## src/watchdog_reset_cause_flag_pkg.sv

```systemverilog
// watchdog_reset_cause_flag_pkg: register map, field positions and timing constants for the
// watchdog with reset-cause flags.
// assumes a 32-bit axi4-lite register bus and a 125 MHz system clock.
package watchdog_reset_cause_flag_pkg;
  // register byte addresses
  localparam logic [3:0] ADDR_CAUSE = 4'h0;
  localparam logic [3:0] ADDR_CTRL = 4'h4;
  localparam logic [3:0] ADDR_GLOBAL = 4'h8;
  localparam logic [3:0] ADDR_COUNT = 4'hc;
  // reset_cause_status fields
  localparam int POR_BIT = 0;
  localparam int PIN_BIT = 1;
  localparam int BROWN_BIT = 2;
  localparam int WDOG_BIT = 3;
  // watchdog_control fields
  localparam int TIMEOUT_INTERRUPT_FLAG_BIT = 7;
  localparam int TIMEOUT_INTERRUPT_ENABLE_BIT = 6;
  localparam int WDP3_BIT = 5;
  localparam int CHG_BIT = 4;
  localparam int WDE_BIT = 3;
  // reset values
  localparam logic [7:0] CTRL_RESET = 8'h00;
  localparam logic [3:0] PRESC_RESET = 4'h0;
  // unlock window length in system clock cycles
  localparam int CHG_WINDOW = 4;
  // base timeout in oscillator cycles, code 0; codes double up to 9
  localparam int BASE_TIMEOUT = 2048;
  localparam logic [3:0] MAX_PRESC = 4'h9;
  // oscillator rate and system clock rate
  localparam int OSC_HZ = 128000;
  localparam int CLK_HZ = 125000000;
  localparam int OSC_DIV = CLK_HZ / OSC_HZ;
  localparam logic [1:0] RESP_OKAY = 2'b00;
  localparam logic [1:0] RESP_SLVERR = 2'b10;
endpackage : watchdog_reset_cause_flag_pkg

```

## src/watchdog_reset_cause_flag_top.sv

```systemverilog
// watchdog_reset_cause_flag_top: watchdog timer with control register, reset-cause flags and
// an axi4-lite register slave.
// assumes reset events arrive as one-cycle pulses from reset logic that
// keeps this block alive, and the core pulses restart/vector signals.
// Notes on behaviour
// - pin reset sets flag, por or zero clears
// - por sets its flag, only zero write clears
// - counter steps on dedicated oscillator ticks
// - timeout raises interrupt or reset per mode
// - interrupt mode interrupts on expiry, wakes sleep
// - reset mode requests system reset on expiry
// - combined mode interrupts first, then resets
// - fuse forces reset mode, enables locked
// - clear enable or prescaler only in window
// - timeouts selectable from shortest to longest
// - clock monitor forces reset mode
// - timeout sets flag, vector entry clears it
// - writing one clears interrupt flag
// - interrupt needs global and watchdog enables
// - change enable self-clears after four cycles
// - watchdog cause flag holds reset enable
// - codes 0..9 double 2048 upward, rest reserved
// - watchdog reset sets its cause flag
//
// The register offsets and register access over AXI4-Lite are this design's own decisions.
`timescale 1ns/100ps
module watchdog_reset_cause_flag_top #(
  parameter int OSC_DIV = watchdog_reset_cause_flag_pkg::OSC_DIV
) (
  input wire logic aclk,
  input wire logic aresetn,
  input wire logic [3:0] s_axi_awaddr,
  input wire logic s_axi_awvalid,
  output logic s_axi_awready,
  input wire logic [31:0] s_axi_wdata,
  input wire logic [3:0] s_axi_wstrb,
  input wire logic s_axi_wvalid,
  output logic s_axi_wready,
  output logic [1:0] s_axi_bresp,
  output logic s_axi_bvalid,
  input wire logic s_axi_bready,
  input wire logic [3:0] s_axi_araddr,
  input wire logic s_axi_arvalid,
  output logic s_axi_arready,
  output logic [31:0] s_axi_rdata,
  output logic [1:0] s_axi_rresp,
  output logic s_axi_rvalid,
  input wire logic s_axi_rready,
  input wire logic por_event,
  input wire logic pin_reset_event,
  input wire logic brownout_event,
  input wire logic always_on_fuse,
  input wire logic clock_monitor_on,
  input wire logic restart_pulse,
  input wire logic vector_taken,
  output logic timeout_irq,
  output logic system_reset_req
);

  ////////////////////////////////////////////////////////////////////////
  // state
  logic [3:0] cause_r;
  logic timeout_interrupt_flag_r;
  logic timeout_interrupt_enable_r;
  logic wde_r;
  logic [3:0] presc_r;
  logic [2:0] chg_cnt_r;
  logic global_ie_r;
  logic [20:0] count_r;
  logic [$clog2(OSC_DIV)-1:0] div_r;
  logic osc_tick;
  logic expire;
  logic [20:0] limit;
  logic wde_eff;
  logic timeout_interrupt_enable_eff;
  logic chg_open;
  logic force_reset;
  logic aw_hold_r;
  logic w_hold_r;
  logic [3:0] awaddr_r;
  logic [31:0] wdata_r;
  logic [3:0] wstrb_r;
  logic wr_go;
  logic wr_cause;
  logic wr_ctrl;
  logic wr_glob;
  logic wr_ok;
  logic [7:0] wd8;
  logic [7:0] ctrl_rd;

  // operating mode seen by the counter and the expiry actions
  typedef enum logic [1:0] {
    MODE_STOPPED,
    MODE_IRQ,
    MODE_RESET,
    MODE_BOTH
  } watchdog_reset_cause_flag_mode_t;
  watchdog_reset_cause_flag_mode_t mode;
  logic mode_runs;
  logic mode_irqs;
  logic mode_resets;

  ////////////////////////////////////////////////////////////////////////
  // mode decode
  // fuse or clock monitor force reset mode and hide the interrupt
  assign force_reset = always_on_fuse | clock_monitor_on;
  assign wde_eff = force_reset | wde_r | cause_r[watchdog_reset_cause_flag_pkg::WDOG_BIT];
  assign timeout_interrupt_enable_eff = timeout_interrupt_enable_r & ~force_reset;
  assign chg_open = chg_cnt_r != 3'd0;
  assign ctrl_rd = {timeout_interrupt_flag_r, timeout_interrupt_enable_eff, presc_r[3], chg_open, wde_eff,
                    presc_r[2:0]};

  // the effective enables pick the mode; the fuse and the clock
  // monitor have already folded into them
  always_comb begin
    mode = MODE_STOPPED;
    case ({wde_eff, timeout_interrupt_enable_eff})
      2'b01: mode = MODE_IRQ;
      2'b10: mode = MODE_RESET;
      2'b11: mode = MODE_BOTH;
      default: mode = MODE_STOPPED;
    endcase
  end

  // combined mode only interrupts on its first expiry; the vector
  // entry then drops it to reset mode for the next one
  always_comb begin
    mode_runs = 1'b1;
    mode_irqs = 1'b0;
    mode_resets = 1'b0;
    case (mode)
      MODE_IRQ: mode_irqs = 1'b1;
      MODE_RESET: mode_resets = 1'b1;
      MODE_BOTH: mode_irqs = 1'b1;
      default: mode_runs = 1'b0;
    endcase
  end

  ////////////////////////////////////////////////////////////////////////
  // oscillator tick: stands in for the separate 128 khz source
  assign osc_tick = div_r == ($clog2(OSC_DIV))'(OSC_DIV - 1);

  always_ff @(posedge aclk) begin
    if (!aresetn || osc_tick) begin
      div_r <= '0;
    end else begin
      div_r <= div_r + 1'b1;
    end
  end

  // reserved codes fall back to the longest period
  always_comb begin
    if (presc_r > watchdog_reset_cause_flag_pkg::MAX_PRESC) begin
      limit = 21'(watchdog_reset_cause_flag_pkg::BASE_TIMEOUT) << watchdog_reset_cause_flag_pkg::MAX_PRESC;
    end else begin
      limit = 21'(watchdog_reset_cause_flag_pkg::BASE_TIMEOUT) << presc_r;
    end
  end

  assign expire = osc_tick && mode_runs &&
                  (count_r >= limit - 21'd1);

  always_ff @(posedge aclk) begin
    if (!aresetn || restart_pulse || expire) begin
      count_r <= '0;
    end else if (osc_tick && mode_runs) begin
      count_r <= count_r + 21'd1;
    end
  end

  ////////////////////////////////////////////////////////////////////////
  // axi4-lite write side: address and data taken in either order
  assign s_axi_awready = !aw_hold_r && !s_axi_bvalid;
  assign s_axi_wready = !w_hold_r && !s_axi_bvalid;
  assign wr_go = aw_hold_r && w_hold_r;
  assign wr_cause = wr_go && awaddr_r == watchdog_reset_cause_flag_pkg::ADDR_CAUSE && wstrb_r[0];
  assign wr_ctrl = wr_go && awaddr_r == watchdog_reset_cause_flag_pkg::ADDR_CTRL && wstrb_r[0];
  assign wr_glob = wr_go && awaddr_r == watchdog_reset_cause_flag_pkg::ADDR_GLOBAL && wstrb_r[0];
  assign wr_ok = awaddr_r == watchdog_reset_cause_flag_pkg::ADDR_CAUSE ||
                 awaddr_r == watchdog_reset_cause_flag_pkg::ADDR_CTRL ||
                 awaddr_r == watchdog_reset_cause_flag_pkg::ADDR_GLOBAL ||
                 awaddr_r == watchdog_reset_cause_flag_pkg::ADDR_COUNT;
  assign wd8 = wdata_r[7:0];

  always_ff @(posedge aclk) begin
    if (!aresetn) begin
      aw_hold_r <= 1'b0;
      w_hold_r <= 1'b0;
      awaddr_r <= '0;
      wdata_r <= '0;
      wstrb_r <= '0;
      s_axi_bvalid <= 1'b0;
      s_axi_bresp <= watchdog_reset_cause_flag_pkg::RESP_OKAY;
    end else begin
      if (s_axi_awvalid && s_axi_awready) begin
        aw_hold_r <= 1'b1;
        awaddr_r <= {s_axi_awaddr[3:2], 2'b00};
      end
      if (s_axi_wvalid && s_axi_wready) begin
        w_hold_r <= 1'b1;
        wdata_r <= s_axi_wdata;
        wstrb_r <= s_axi_wstrb;
      end
      if (wr_go) begin
        aw_hold_r <= 1'b0;
        w_hold_r <= 1'b0;
        s_axi_bvalid <= 1'b1;
        s_axi_bresp <= wr_ok ? watchdog_reset_cause_flag_pkg::RESP_OKAY : watchdog_reset_cause_flag_pkg::RESP_SLVERR;
      end else if (s_axi_bvalid && s_axi_bready) begin
        s_axi_bvalid <= 1'b0;
      end
    end
  end

  ////////////////////////////////////////////////////////////////////////
  // reset-cause flags: events win over a software clear; a por also
  // clears the other causes. this block must survive the system reset.
  always_ff @(posedge aclk) begin
    if (!aresetn) begin
      cause_r <= 4'h0;
    end else if (por_event) begin
      cause_r <= 4'h1 << watchdog_reset_cause_flag_pkg::POR_BIT;
    end else begin
      if (wr_cause) begin
        cause_r <= cause_r & wd8[3:0];
      end
      if (pin_reset_event) begin
        cause_r[watchdog_reset_cause_flag_pkg::PIN_BIT] <= 1'b1;
      end
      if (brownout_event) begin
        cause_r[watchdog_reset_cause_flag_pkg::BROWN_BIT] <= 1'b1;
      end
      if (expire && mode_resets) begin
        cause_r[watchdog_reset_cause_flag_pkg::WDOG_BIT] <= 1'b1;
      end
    end
  end

  ////////////////////////////////////////////////////////////////////////
  // change-enable window
  always_ff @(posedge aclk) begin
    if (!aresetn) begin
      chg_cnt_r <= 3'd0;
    end else if (wr_ctrl && wd8[watchdog_reset_cause_flag_pkg::CHG_BIT] && wd8[watchdog_reset_cause_flag_pkg::WDE_BIT]) begin
      chg_cnt_r <= 3'(watchdog_reset_cause_flag_pkg::CHG_WINDOW);
    end else if (chg_open) begin
      chg_cnt_r <= chg_cnt_r - 3'd1;
    end
  end

  // enables and prescaler
  always_ff @(posedge aclk) begin
    if (!aresetn) begin
      wde_r <= watchdog_reset_cause_flag_pkg::CTRL_RESET[watchdog_reset_cause_flag_pkg::WDE_BIT];
      timeout_interrupt_enable_r <= watchdog_reset_cause_flag_pkg::CTRL_RESET[watchdog_reset_cause_flag_pkg::TIMEOUT_INTERRUPT_ENABLE_BIT];
      presc_r <= watchdog_reset_cause_flag_pkg::PRESC_RESET;
    end else begin
      if (wr_ctrl) begin
        if (!force_reset) begin
          timeout_interrupt_enable_r <= wd8[watchdog_reset_cause_flag_pkg::TIMEOUT_INTERRUPT_ENABLE_BIT];
        end
        // setting is always allowed, clearing only in the window
        if (wd8[watchdog_reset_cause_flag_pkg::WDE_BIT] || (chg_open && !wd8[watchdog_reset_cause_flag_pkg::CHG_BIT])) begin
          wde_r <= wd8[watchdog_reset_cause_flag_pkg::WDE_BIT];
        end
        if (chg_open && !wd8[watchdog_reset_cause_flag_pkg::CHG_BIT]) begin
          presc_r <= {wd8[watchdog_reset_cause_flag_pkg::WDP3_BIT], wd8[2:0]};
        end
      end
      // combined mode: vector entry leaves only the reset enable set
      if (vector_taken && wde_eff && timeout_interrupt_enable_eff) begin
        timeout_interrupt_enable_r <= 1'b0;
      end
    end
  end

  // interrupt flag: set beats clear
  always_ff @(posedge aclk) begin
    if (!aresetn) begin
      timeout_interrupt_flag_r <= 1'b0;
    end else if (expire && timeout_interrupt_enable_eff) begin
      timeout_interrupt_flag_r <= 1'b1;
    end else if (vector_taken || (wr_ctrl && wd8[watchdog_reset_cause_flag_pkg::TIMEOUT_INTERRUPT_FLAG_BIT])) begin
      timeout_interrupt_flag_r <= 1'b0;
    end
  end

  always_ff @(posedge aclk) begin
    if (!aresetn) begin
      global_ie_r <= 1'b0;
    end else if (wr_glob) begin
      global_ie_r <= wd8[0];
    end
  end

  ////////////////////////////////////////////////////////////////////////
  // outputs
  assign timeout_irq = timeout_interrupt_flag_r && timeout_interrupt_enable_eff && global_ie_r;

  // reset requested on expiry unless the interrupt stage goes first
  always_ff @(posedge aclk) begin
    if (!aresetn) begin
      system_reset_req <= 1'b0;
    end else begin
      system_reset_req <= expire && mode_resets;
    end
  end

  ////////////////////////////////////////////////////////////////////////
  // axi4-lite read side
  assign s_axi_arready = !s_axi_rvalid;

  always_ff @(posedge aclk) begin
    if (!aresetn) begin
      s_axi_rvalid <= 1'b0;
      s_axi_rdata <= '0;
      s_axi_rresp <= watchdog_reset_cause_flag_pkg::RESP_OKAY;
    end else if (s_axi_arvalid && s_axi_arready) begin
      s_axi_rvalid <= 1'b1;
      s_axi_rresp <= watchdog_reset_cause_flag_pkg::RESP_OKAY;
      case ({s_axi_araddr[3:2], 2'b00})
        watchdog_reset_cause_flag_pkg::ADDR_CAUSE: s_axi_rdata <= {28'h0, cause_r};
        watchdog_reset_cause_flag_pkg::ADDR_CTRL: s_axi_rdata <= {24'h0, ctrl_rd};
        watchdog_reset_cause_flag_pkg::ADDR_GLOBAL: s_axi_rdata <= {31'h0, global_ie_r};
        watchdog_reset_cause_flag_pkg::ADDR_COUNT: s_axi_rdata <= {11'h0, count_r};
        default: begin
          s_axi_rdata <= '0;
          s_axi_rresp <= watchdog_reset_cause_flag_pkg::RESP_SLVERR;
        end
      endcase
    end else if (s_axi_rready) begin
      s_axi_rvalid <= 1'b0;
    end
  end

endmodule // watchdog_reset_cause_flag_top

```

## config.mk

```make
export PLATFORM = sky130hd
export DESIGN_NAME = watchdog_reset_cause_flag_top
export DESIGN_NICKNAME = d
export VERILOG_FILES = /design/src/watchdog_reset_cause_flag_pkg.sv /design/src/watchdog_reset_cause_flag_top.sv
export SDC_FILE = /design/constraint.sdc
export NUM_CORES = 1
export LEC_CHECK = 0
export ABC_CLOCK_PERIOD_IN_PS = 3860
export BUFFER_PORTS_ARGS = -buffer_cell sky130_fd_sc_hd__clkbuf_2
export CAP_MARGIN = 10
export CORE_MARGIN = 2
export CORE_UTILIZATION = 25
export DETAILED_ROUTE_END_ITERATION = 7
export PLACE_DENSITY = 0.48
export SETUP_SLACK_MARGIN = 0.2
export SLEW_MARGIN = 20
export SYNTH_ARGS = -nofsm -noshare
export SYNTH_HDL_FRONTEND = slang
export SYNTH_SLANG_ARGS = --single-unit
```

## constraint.sdc

```tcl
create_clock -name aclk -period 3.86 [get_ports aclk]
set_clock_uncertainty 0.2 [all_clocks]
set_input_delay 0.772 -clock aclk [delete_from_list [all_inputs] [get_ports aclk]]
set_output_delay 0.772 -clock aclk [all_outputs]
set_load 0.005 [all_outputs]
```

==> results of run 1 <==
cells by family (layout without fill, tap and decap cells):
logic type / count (synthesis) / in the layout
AO/OA/AOI/OAI: 79 / 79
flip-flops: 84 / 84
multiplexers: 14 / 14
buffers and inverters: 44 / 82
XOR/XNOR: 30 / 30
other: 2 / 15
adder cells (fa/ha/maj): 15 / 15
AND/OR/NAND/NOR: 206 / 206
report_power, final:
part / switching, W / internal [W]
Sequential: 0.0000223 / 0.000899
Clock: 0.000363 / 0.000583
Combinational: 0.000110 / 0.0000804
registers in the layout, summed over array words and instances (netlist names):
| register | flops |
|---|---|
| count_r | 21 |
| system_reset_req | 1 |
| awaddr_r | 2 |
| cause_r | 4 |
| global_ie_r | 1 |
| s_axi_bresp | 1 |
| timeout_interrupt_enable_r | 1 |
| s_axi_rvalid | 1 |
| wstrb_r | 1 |
| w_hold_r | 1 |
| div_r | 10 |
| timeout_interrupt_flag_r | 1 |
| s_axi_rdata | 21 |
| presc_r | 4 |
| wde_r | 1 |
| s_axi_bvalid | 1 |
| wdata_r | 8 |
| aw_hold_r | 1 |
| chg_cnt_r | 3 |
cells in the final DEF (no fill, tap or decap), types with 3 or more instances in the layout:
cell type	n
nor3_1	5
nand3_1	17
xor2_1	13
ha_1	15
mux2i_1	10
conb_1	15
o21ai_0	16
nand4_1	10
clkbuf_2	55
mux2_2	3
a21oi_1	14
a22oi_1	13
nand2b_1	5
xnor2_1	17
o21a_1	5
nand2_1	50
and2_1	7
and3_1	15
inv_1	10
nor2b_1	23
clkbuf_16	9
nor3b_1	4
nor2_1	50
a221oi_1	3
dfxtp_1	84
a21boi_0	16
layout make-up:
type	count	share of cell area
Clock inverter	5	0.0171
Multi-Input combinational cell	359	0.469
Tap cell	220	0.0561
Clock buffer	10	0.0487
Timing Repair Buffer	57	0.0591
Sequential cell	84	0.343
Inverter	10	0.00765
final timing paths:
kind	startpoint	to	slack (ns)	depth (start not counted)
setup / recovery	presc_r[0]	count_r[1]	0.39	11
hold / removal	div_r[0]	div_r[0]	0.24	1
setup reg to reg	presc_r[0]	count_r[1]	0.39	11
hold reg to reg	div_r[0]	div_r[0]	0.24	1
layer usage:
layer / track usage / vias to the layer above
li1: - / 1697
met1: 0.155 / 1506
met2: 0.176 / 73
met3: 0.0310 / 13
met4: 0.0508 / 0
met5: 0 / -
critical path, cell delays in order (launching register included):
cell       delay, ns
dfxtp_1         0.40
or4_1           0.58
ha_1            0.31
mux2_2          0.30
a21oi_1         0.23
ha_1            0.28
nand2_1         0.07
o21ai_0         0.12
a2111oi_4       0.46
a2bb2oi_2       0.10
buf_4           0.22
a21oi_1         0.13
cell usage after synthesis (all sizes together) (6+ instances only):
library cell and count:
nor2 52, ha 15, nand3 17, a21oi 14, and2 7, dfxtp 84
clkbuf 15, mux2i 10, nor3b 6, nand2 50, a21boi 17, nand4 10
buf 19, nor3 8, nor2b 23, a22oi 13, inv 10, o21ai 16
and3 15, xor2 13, xnor2 17
through the flow:
stage | hold slack (ns) | area, um^2
after floorplan | 0.213 | 4210
after global placement | 0.227 | 4580
after detailed placement | 0.242 | 4580
after CTS | 0.251 | 4900
after global routing | 0.275 | 4910
final | 0.243 | 4910
==> metrics.md, run 1 <==
| Metric | Value |
|---|---|
| CP arrival | `3.55 ns` |
| Min-Delay Path Class | `flop to flop` |
| Via/cell ratio | `4.41` |
| Distinct cell type count after synthesis | `53` |
| Largest cells by area after synthesis | `dfxtp_1 40%, ha_1 4.5%, nand2_1 4.5%, nor2_1 4.5%, xnor2_1 3.6%` |
| Die area | `17700 um^2` |
| Post-synthesis sequential area ratio | `0.404` |
| Worst-Skew Late Latency | `0.35 ns` |
| Post-cts hold buffer count | `0` |
| Period utilization | `0.899` |
| Area leader, netlist | `dfxtp_1` |
| Fill cells | `1743` |
| Post-Syn Area per Cell | `8.79 um^2` |
| Main combinational cell family by area after synthesis | `simple AND/OR/NAND/NOR gates` |
| EDFF count, synth | `0` |
| Reg clk slew, reported paths | `0.07 ns` |
| Layout cell share with drive strength beyond 1 | `0.168` |
| Minimum clock period | `3.47 ns` |
| Post-Synth XOR/XNOR Area | `0.0631` |
| Nets | `594` |
| Final Max Slew Viols | `0` |
| Synth Area in Simple Gates | `0.258` |
| Final Util | `0.299` |
| Core Rows | `47` |
| First-pass GRT wire length | `16200 um` |
| Min setup slack post-route | `0.389 ns` |
| Total gr overflow | `0` |
| Final antenna-violating net count | `0` |
| Ports | `101` |
| Gr usage total | `0.116` |
| Diodes inserted | `0` |
| Clock sinks | `84` |
| Final Wtd Congestion | `0.789` |
| Post-synthesis compound-gate area fraction | `0.133` |
| MaxCap Viol Count | `0` |
| Final Hold Viols | `0` |
| Max frequency | `0.288 GHz` |
| Core ar. | `16400 um^2` |
| # setup viols final | `0` |
| Synth Instances | `474` |
| Initial core utilization | `0.254` |
| DRC viols | `0` |
| Post-Route M1 WL | `4810 um` |
| Total wire length | `9880 um` |
| Postcts setup bufs | `0` |
| Post-synthesis mux area share | `0.0375` |
| Area growth syn-to-layout | `17.8%` |
| Asr flop ratio synth | `0` |
| Startpoint Class | `flop` |
| Total number of vias | `3289` |
| CTS tree | `built` |
| Status | `complete, no violations` |
| Synth Cell Area | `4170 um^2` |
| Vias in the first global route | `3177` |
| Worst rel slew slack | `0.415` |
| PD cells | `419 nW/um^2` |
| Post-synthesis adder-cell area fraction | `0.0451` |
| Die X | `133 um` |
| Chip Height | `133 um` |
| Top Layer Used | `met4` |
| Root Buffer | `clkbuf_16` |
| Wirelength per Cell | `13.3 um` |
| Final Non-Filler Cells | `745` |
| Synth Flop Type | `dfxtp_1` |
| DP HPWL | `7350 um` |
| CP required | `3.94 ns` |
| Pre-CTS setup slack | `0.377 ns` |
| Initial DRC count | `113` |
| Crit Path Category | `flop to flop` |
| Area of the multi-input gates | `2300 um^2` |
| Yosys reg bits | `84` |
| Ys Warns | `0` |
| Final setup TNS | `0 ns` |
| RSZ-0062 raised after global routing | `false` |
| Detailed Routing Iterations Pass 1 | `5` |
| CP max FO | `21` |
| Largest net degree at the start of global routing | `32` |
| Post-cts sizing count | `0` |
| Met2 Wirelength | `4450 um` |
| CTS max path bufs | `2` |
| Worst slew pin tran | `0.876 ns` |
| Design Power | `0.00206 W` |
| Initial antenna violation count | `0` |
| Sequential Area | `1680 um^2` |
| # placed instances | `730` |
| Met3 wire len | `430 um` |
| Max H-tree Level | `3` |
| Synth top area share | `0.404` |
| Leak Pwr | `1.90 nW` |
| CTS Buf Count | `9` |
| VDD IR max | `0.165 mV` |
| Buffers on Ports | `55` |
| CP endpoint kind | `flop` |
Power figures use the tool's default switching activity.
==> run 2: changes to the inputs <==
Settings changed: CORE_UTILIZATION 25 to 55, CTS_BUF_LIST set to sky130_fd_sc_hd__clkbuf_2, PLACE_DENSITY 0.48 to 0.87.
==> run 2 against run 1 <==
  * Sequential share of layout area rose by 2.4 points
  * Via count rose by 3.3%
  * Non-clock buffer count increased by 4
  * Largest power group is now registers
  * Utilization up 33 points
==> metrics.md, run 2 (same netlist as run 1, synthesis figures left out) <==
| Metric | Value |
|---|---|
| Status | `complete, no violations` |
| Minimum clock period | `3.41 ns (-0.0579 ns)` |
| VDD IR max | `0.237 mV (+43%)` |
| First-pass GRT wire length | `14300 um (-12%)` |
| Via/cell ratio | `5.41 (+23%)` |
| Vias in the first global route | `3211 (+1.1%)` |
| Root Buffer | `clkbuf_2` |
| Max frequency | `0.293 GHz (+1.7%)` |
| Fill cells | `618 (-65%)` |
| Leak Pwr | `1.84 nW (-3.1%)` |
| Startpoint Class | `flop` |
| PD cells | `340 nW/um^2 (-19%)` |
| RSZ-0062 raised after global routing | `false` |
| Total number of vias | `3399 (+3.3%)` |
| Wirelength per Cell | `13.4 um (+1.3%)` |
| Core Rows | `31 (-34%)` |
| Layout cell share with drive strength beyond 1 | `0.178 (+0.0101)` |
| Worst-path cell chain | `or4_1, ha_2, nor2_1, nand2_1, a21oi_1, a31oi_1, ha_1, nand4_1, inv_1, a2111oi_4, buf_4, a21boi_1, and3_1` |
| Clock sinks | `84 (unchanged)` |
| Total wire length | `8440 um (-15%)` |
| Core ar. | `7290 um^2 (-56%)` |
| Worst rel slew slack | `0.482 (+0.0674)` |
| Initial DRC count | `168 (+49%)` |
| Total gr overflow | `0 (unchanged)` |
| Buffers on Ports | `55 (unchanged)` |
| Final Hold Viols | `0 (unchanged)` |
| CP max FO | `9 (-57%)` |
| CP arrival | `3.67 ns (+0.12 ns)` |
| Area growth syn-to-layout | `10.2%` |
| Nets | `598 (+0.67%)` |
| Die area | `8290 um^2 (-53%)` |
| Final antenna-violating net count | `0 (unchanged)` |
| Slowest Stage Delay on Critical Path | `0.57 ns (about the same)` |
| DRC viols | `0 (unchanged)` |
| CP endpoint kind | `flop` |
| Design area | `4590 um^2 (-6.5%)` |
| DP HPWL | `6350 um (-14%)` |
| Initial core utilization | `0.571 (+0.317)` |
| MaxCap Viol Count | `0 (unchanged)` |
| Largest net degree at the start of global routing | `38 (+19%)` |
| Period utilization | `0.884 (-0.0150)` |
| Final Max Slew Viols | `0 (unchanged)` |
| CTS max path bufs | `2 (unchanged)` |
| Worst-Skew Late Latency | `0.54 ns (+0.19 ns)` |
| Most frequent cells in the layout | `83 x dfxtp_1, 64 x clkbuf_2, 50 x nor2_1, 50 x nand2_1, 23 x nor2b_1` |
| CTS Buf Count | `9 (unchanged)` |
| Ports | `101 (unchanged)` |
| CP max-delay cell | `or4_1` |
| Gr usage total | `0.210 (+0.0932)` |
| Initial antenna violation count | `0 (unchanged)` |
| Final Wtd Congestion | `0.816 (+3.4%)` |
| Largest regs | `count_r (21), s_axi_rdata (21), div_r (10)` |
| Max H-tree Level | `3 (unchanged)` |
| Placed instance area | `4450 um^2 (-2.8%)` |
| Worst slew pin tran | `0.775 ns (-0.101 ns)` |
| Diodes inserted | `0 (unchanged)` |
| Final setup TNS | `0 ns (unchanged)` |
| Most common cell after layout, fill and taps aside | `dfxtp_1` |
| Min-Delay Path Class | `input port to flop` |
| Crit Path Category | `flop to flop` |
| Reg clk slew, reported paths | `0.23 ns (+0.16 ns)` |
| CP required | `4.11 ns (+0.17 ns)` |
| Final Util | `0.630 (+0.330)` |
| CTS tree | `built` |
| Chip Height | `91.0 um (-32%)` |
| Detailed Routing Iterations Pass 1 | `5 (unchanged)` |
| # setup viols final | `0 (unchanged)` |
| Die X | `91.0 um (-32%)` |
[run 2: power breakdown]
part           internal (W)  switching (W)
combinational     0.0000832       0.000104
sequential         0.000901      0.0000222
clock              0.000148       0.000301
total               0.00113       0.000428
[run 2: worst max-delay path, delay by kind of cell (launching register included)]
| kind | cells | cell delay, ns |
|---|---|---|
| AND/OR/NAND/NOR | 5 | 1.10 |
| AO/OA/AOI/OAI | 4 | 0.77 |
| buffers and inverters | 2 | 0.28 |
| adder cells (fa/ha/maj) | 2 | 0.55 |
| flip-flops | 1 | 0.44 |
[run 2: worst paths after layout]
path	startpoint	endpoint	slack [ns]	cells past startpoint
worst max-delay path	presc_r[0]	system_reset_req	0.45	13
worst min-delay path	brownout_event	cause_r[2]	0.21	3
worst max register to register	presc_r[0]	system_reset_req	0.45	13
worst min register to register	div_r[0]	div_r[0]	0.26	1
[run 2: area by class of cell]
class / instances / area, um^2 / share of cell area
Clock buffer: 9 / 45.0 / 0.00981
Clock inverter: 6 / 66.3 / 0.0144
Inverter: 10 / 37.5 / 0.00818
Multi-Input combinational cell: 359 / 2310 / 0.504
Sequential cell: 84 / 1680 / 0.367
Tap cell: 99 / 124 / 0.0270
Timing Repair Buffer: 61 / 320 / 0.0698
[run 2: repair_timing]
action	CTS	global route
hold buffers	0	0
buffers inserted	0	1
endpoints found under the setup margin	0	17
resized for setup	0	5
hold endpoints to repair	0	0
[run 2: per-stage QoR]
step	total power, W	instances	setup WS (ns)	hold slack, ns
global route	0.00163	628	0.201	0.219
detailed placement	0.00113	612	0.360	0.232
floorplan	0.00108	487	0.600	0.213
finish	0.00156	628	0.447	0.213
global placement	0.00112	612	0.431	0.224
CTS	0.00157	627	0.307	0.208
[run 2: per-layer routing]
metal,part of all wire,vias up,global-route usage
li1,-,1713,-
met1,0.43,1574,0.251
met5,0,-,0
met4,0.024,0,0.0947
met3,0.045,20,0.0340
met2,0.50,92,0.368
==> run 3: changes to the inputs <==
Settings changed: MAX_ROUTING_LAYER set to met4, RECOVER_POWER set to 100.
==> run 3 against run 2 <==
  * Sequential share of layout area rose by 0.23 points
  * Die area did not move
  * Worst setup slack got worse by 0.12 ns
  * Clock-buffer cell count did not move
  * Cell count did not move
  * Critical path type unchanged
  * Critical endpoint unchanged
==> metrics.md, run 3 (same netlist as run 1, synthesis figures left out) <==
| Metric | Value |
|---|---|
| Most common cell after layout, fill and taps aside | `dfxtp_1` |
| Min setup slack post-route | `0.327 ns (-0.120 ns)` |
| Diodes inserted | `0 (unchanged)` |
| Wirelength per Cell | `13.5 um (+0.56%)` |
| # setup viols final | `0 (unchanged)` |
| CP max FO | `9 (unchanged)` |
| Worst-path cell chain | `or4_1, ha_1, nor2_1, nand2_1, a21oi_1, a31oi_1, ha_1, nand4_1, inv_1, a2111oi_4, clkbuf_4, a21boi_1, and3_1` |
| Final setup TNS | `0 ns (unchanged)` |
| Layout cell share with drive strength beyond 1 | `0.147 (-0.0302)` |
| Initial antenna violation count | `0 (unchanged)` |
| Pre-CTS setup slack | `0.360 ns (unchanged)` |
| PD cells | `341 nW/um^2 (+0.26%)` |
| Worst Path Buf+Inv | `2 (unchanged)` |
| Critical path's top delay family | `simple AND/OR/NAND/NOR gates` |
| Psw | `0.000425 W (-0.78%)` |
| Die X | `91.0 um (unchanged)` |
| Total gr overflow | `0 (unchanged)` |
| CP arrival | `3.79 ns (+0.12 ns)` |
| Total number of vias | `3434 (+1.0%)` |
| Final Hold Viols | `0 (unchanged)` |
| CTS max path bufs | `2 (unchanged)` |
| Gr usage total | `0.217 (+0.00700)` |
| Via/cell ratio | `5.47 (+1.0%)` |
| Final Wtd Congestion | `0.828 (+1.5%)` |
| Max frequency | `0.283 GHz (-3.4%)` |
| Vias in the first global route | `3207 (-0.12%)` |
| Worst slew pin tran | `1.30 ns (+0.527 ns)` |
| Min-Delay Path Class | `input port to flop` |
| Slowest Stage Delay on Critical Path | `0.57 ns (about the same)` |
| DRC viols | `0 (unchanged)` |
| Nets | `598 (unchanged)` |
| Total wire length | `8480 um (+0.56%)` |
| Core Rows | `31 (unchanged)` |
| CTS Buf Count | `9 (unchanged)` |
| Initial DRC count | `157 (-6.5%)` |
| Power share of the clock group | `0.287 (about the same)` |
| Design area | `4560 um^2 (-0.63%)` |
| First-pass GRT wire length | `14400 um (+0.29%)` |
| Die area | `8290 um^2 (unchanged)` |
| RSZ-0062 raised after global routing | `false` |
| CP max-delay cell | `or4_1` |
| Initial core utilization | `0.571 (unchanged)` |
| Placed instance area | `4450 um^2 (unchanged)` |
| Area growth syn-to-layout | `9.52%` |
| Period utilization | `0.915 (+0.0310)` |
| Largest regs | `count_r (21), s_axi_rdata (21), div_r (10)` |
| Pint | `0.00113 W (-0.22%)` |
| Detailed Routing Iterations Pass 1 | `5 (unchanged)` |
| Largest net degree at the start of global routing | `38 (unchanged)` |
| Reg clk slew, reported paths | `0.22 ns (about the same)` |
| Ports | `101 (unchanged)` |
| # placed instances | `612 (unchanged)` |
| Core ar. | `7290 um^2 (unchanged)` |
| Worst-Skew Late Latency | `0.54 ns (about the same)` |
| Clock sinks | `84 (unchanged)` |
| CP required | `4.12 ns (about the same)` |
| VDD IR max | `0.237 mV (-0.13%)` |
| Startpoint Class | `flop` |
| Chip Height | `91.0 um (unchanged)` |
| Most used cell, CP | `ha_1` |
| Design Power | `0.00155 W (-0.37%)` |
| Root Buffer | `clkbuf_2` |
| CTS tree | `built` |
| Final Non-Filler Cells | `628 (unchanged)` |
| DP HPWL | `6350 um (unchanged)` |
| Status | `complete, no violations` |
| Buffers on Ports | `55 (unchanged)` |
| Most frequent cells in the layout | `83 x dfxtp_1, 52 x clkbuf_2, 50 x nor2_1, 50 x nand2_1, 23 x nor2b_1` |
| CP endpoint kind | `flop` |
| Combinational power share | `0.119 (about the same)` |
| Final antenna-violating net count | `0 (unchanged)` |
| Minimum clock period | `3.53 ns (+0.120 ns)` |
| Leak Pwr | `1.79 nW (-2.8%)` |
| Final Max Slew Viols | `0 (unchanged)` |
| Crit Path Category | `flop to flop` |
| Post-cts hold buffer count | `0 (unchanged)` |
| Sw Ratio | `0.273 (-0.00112)` |
| Reg power frac | `0.594 (+0.002)` |
| Worst rel slew slack | `0.132 (-0.350)` |
| MaxCap Viol Count | `0 (unchanged)` |
| Max H-tree Level | `3 (unchanged)` |
## run 3: changes by cell type in the layout (fill, tap and decap cells not counted)
cell,previous run,this run
and2_0,0,2
and2_1,7,5
buf_4,6,2
clkbuf_1,0,15
clkbuf_2,64,52
clkbuf_4,0,1
ha_1,14,15
ha_2,1,0
## run 3: repair_timing
action,CTS,global route
resized for setup,0,5
setup buffers,0,1
endpoints found under the setup margin,0,17
## run 3: per-stage QoR
| stage | util | hold WS (ns) |
|---|---|---|
| 6_report | 0.626 | 0.220 |
| 5_1_grt | 0.626 | 0.202 |
| 4_1_cts | 0.625 | 0.208 |
| 3_5_place_dp | 0.610 | 0.232 |
| 3_3_place_gp | 0.610 | 0.224 |
| 2_1_floorplan | - | 0.213 |
## run 3: cell type report
cell class / count / area, um^2
fill: 627 / 2730
multi-input combinational: 359 / 2310
sequential: 84 / 1680
timing repair buffer: 61 / 294
tap: 99 / 124
clock inverter: 6 / 66.3
clock buffer: 9 / 45.0
inverter: 10 / 37.5
## run 3: power by group through the flow
stage | Combinational (W) | Sequential (W) | Clock [W]
6_report | 0.000186 | 0.000923 | 0.000445
5_1_grt | 0.000213 | 0.000928 | 0.000493
4_1_cts | 0.000189 | 0.000923 | 0.000454
3_5_place_dp | 0.000188 | 0.000940 | 0
3_3_place_gp | 0.000179 | 0.000937 | 0
2_1_floorplan | 0.000147 | 0.000935 | 0
## run 3: path summary, 6_finish.rpt
check                       from                to  slack, ns  cells past startpoint
hold reg to reg         div_r[0]          div_r[0]       0.26                      1
hold / removal    brownout_event        cause_r[2]       0.22                      3
setup / recovery      presc_r[0]  system_reset_req       0.33                     13
setup reg to reg      presc_r[0]  system_reset_req       0.33                     13
## run 3: layer usage
layer | global-route usage | vias to the layer above | share of wire
li1 | - | 1710 | -
met1 | 0.253 | 1602 | 0.43
met2 | 0.367 | 106 | 0.49
met3 | 0.0465 | 16 | 0.059
met4 | 0.0795 | 0 | 0.018
met5 | - | - | 0
## run 3: worst min-delay path: cells and delay by family
family	cells	cell delay (ns)
AOI/OAI and AO/OA	1	0.05
buffers and inverters	2	0.12
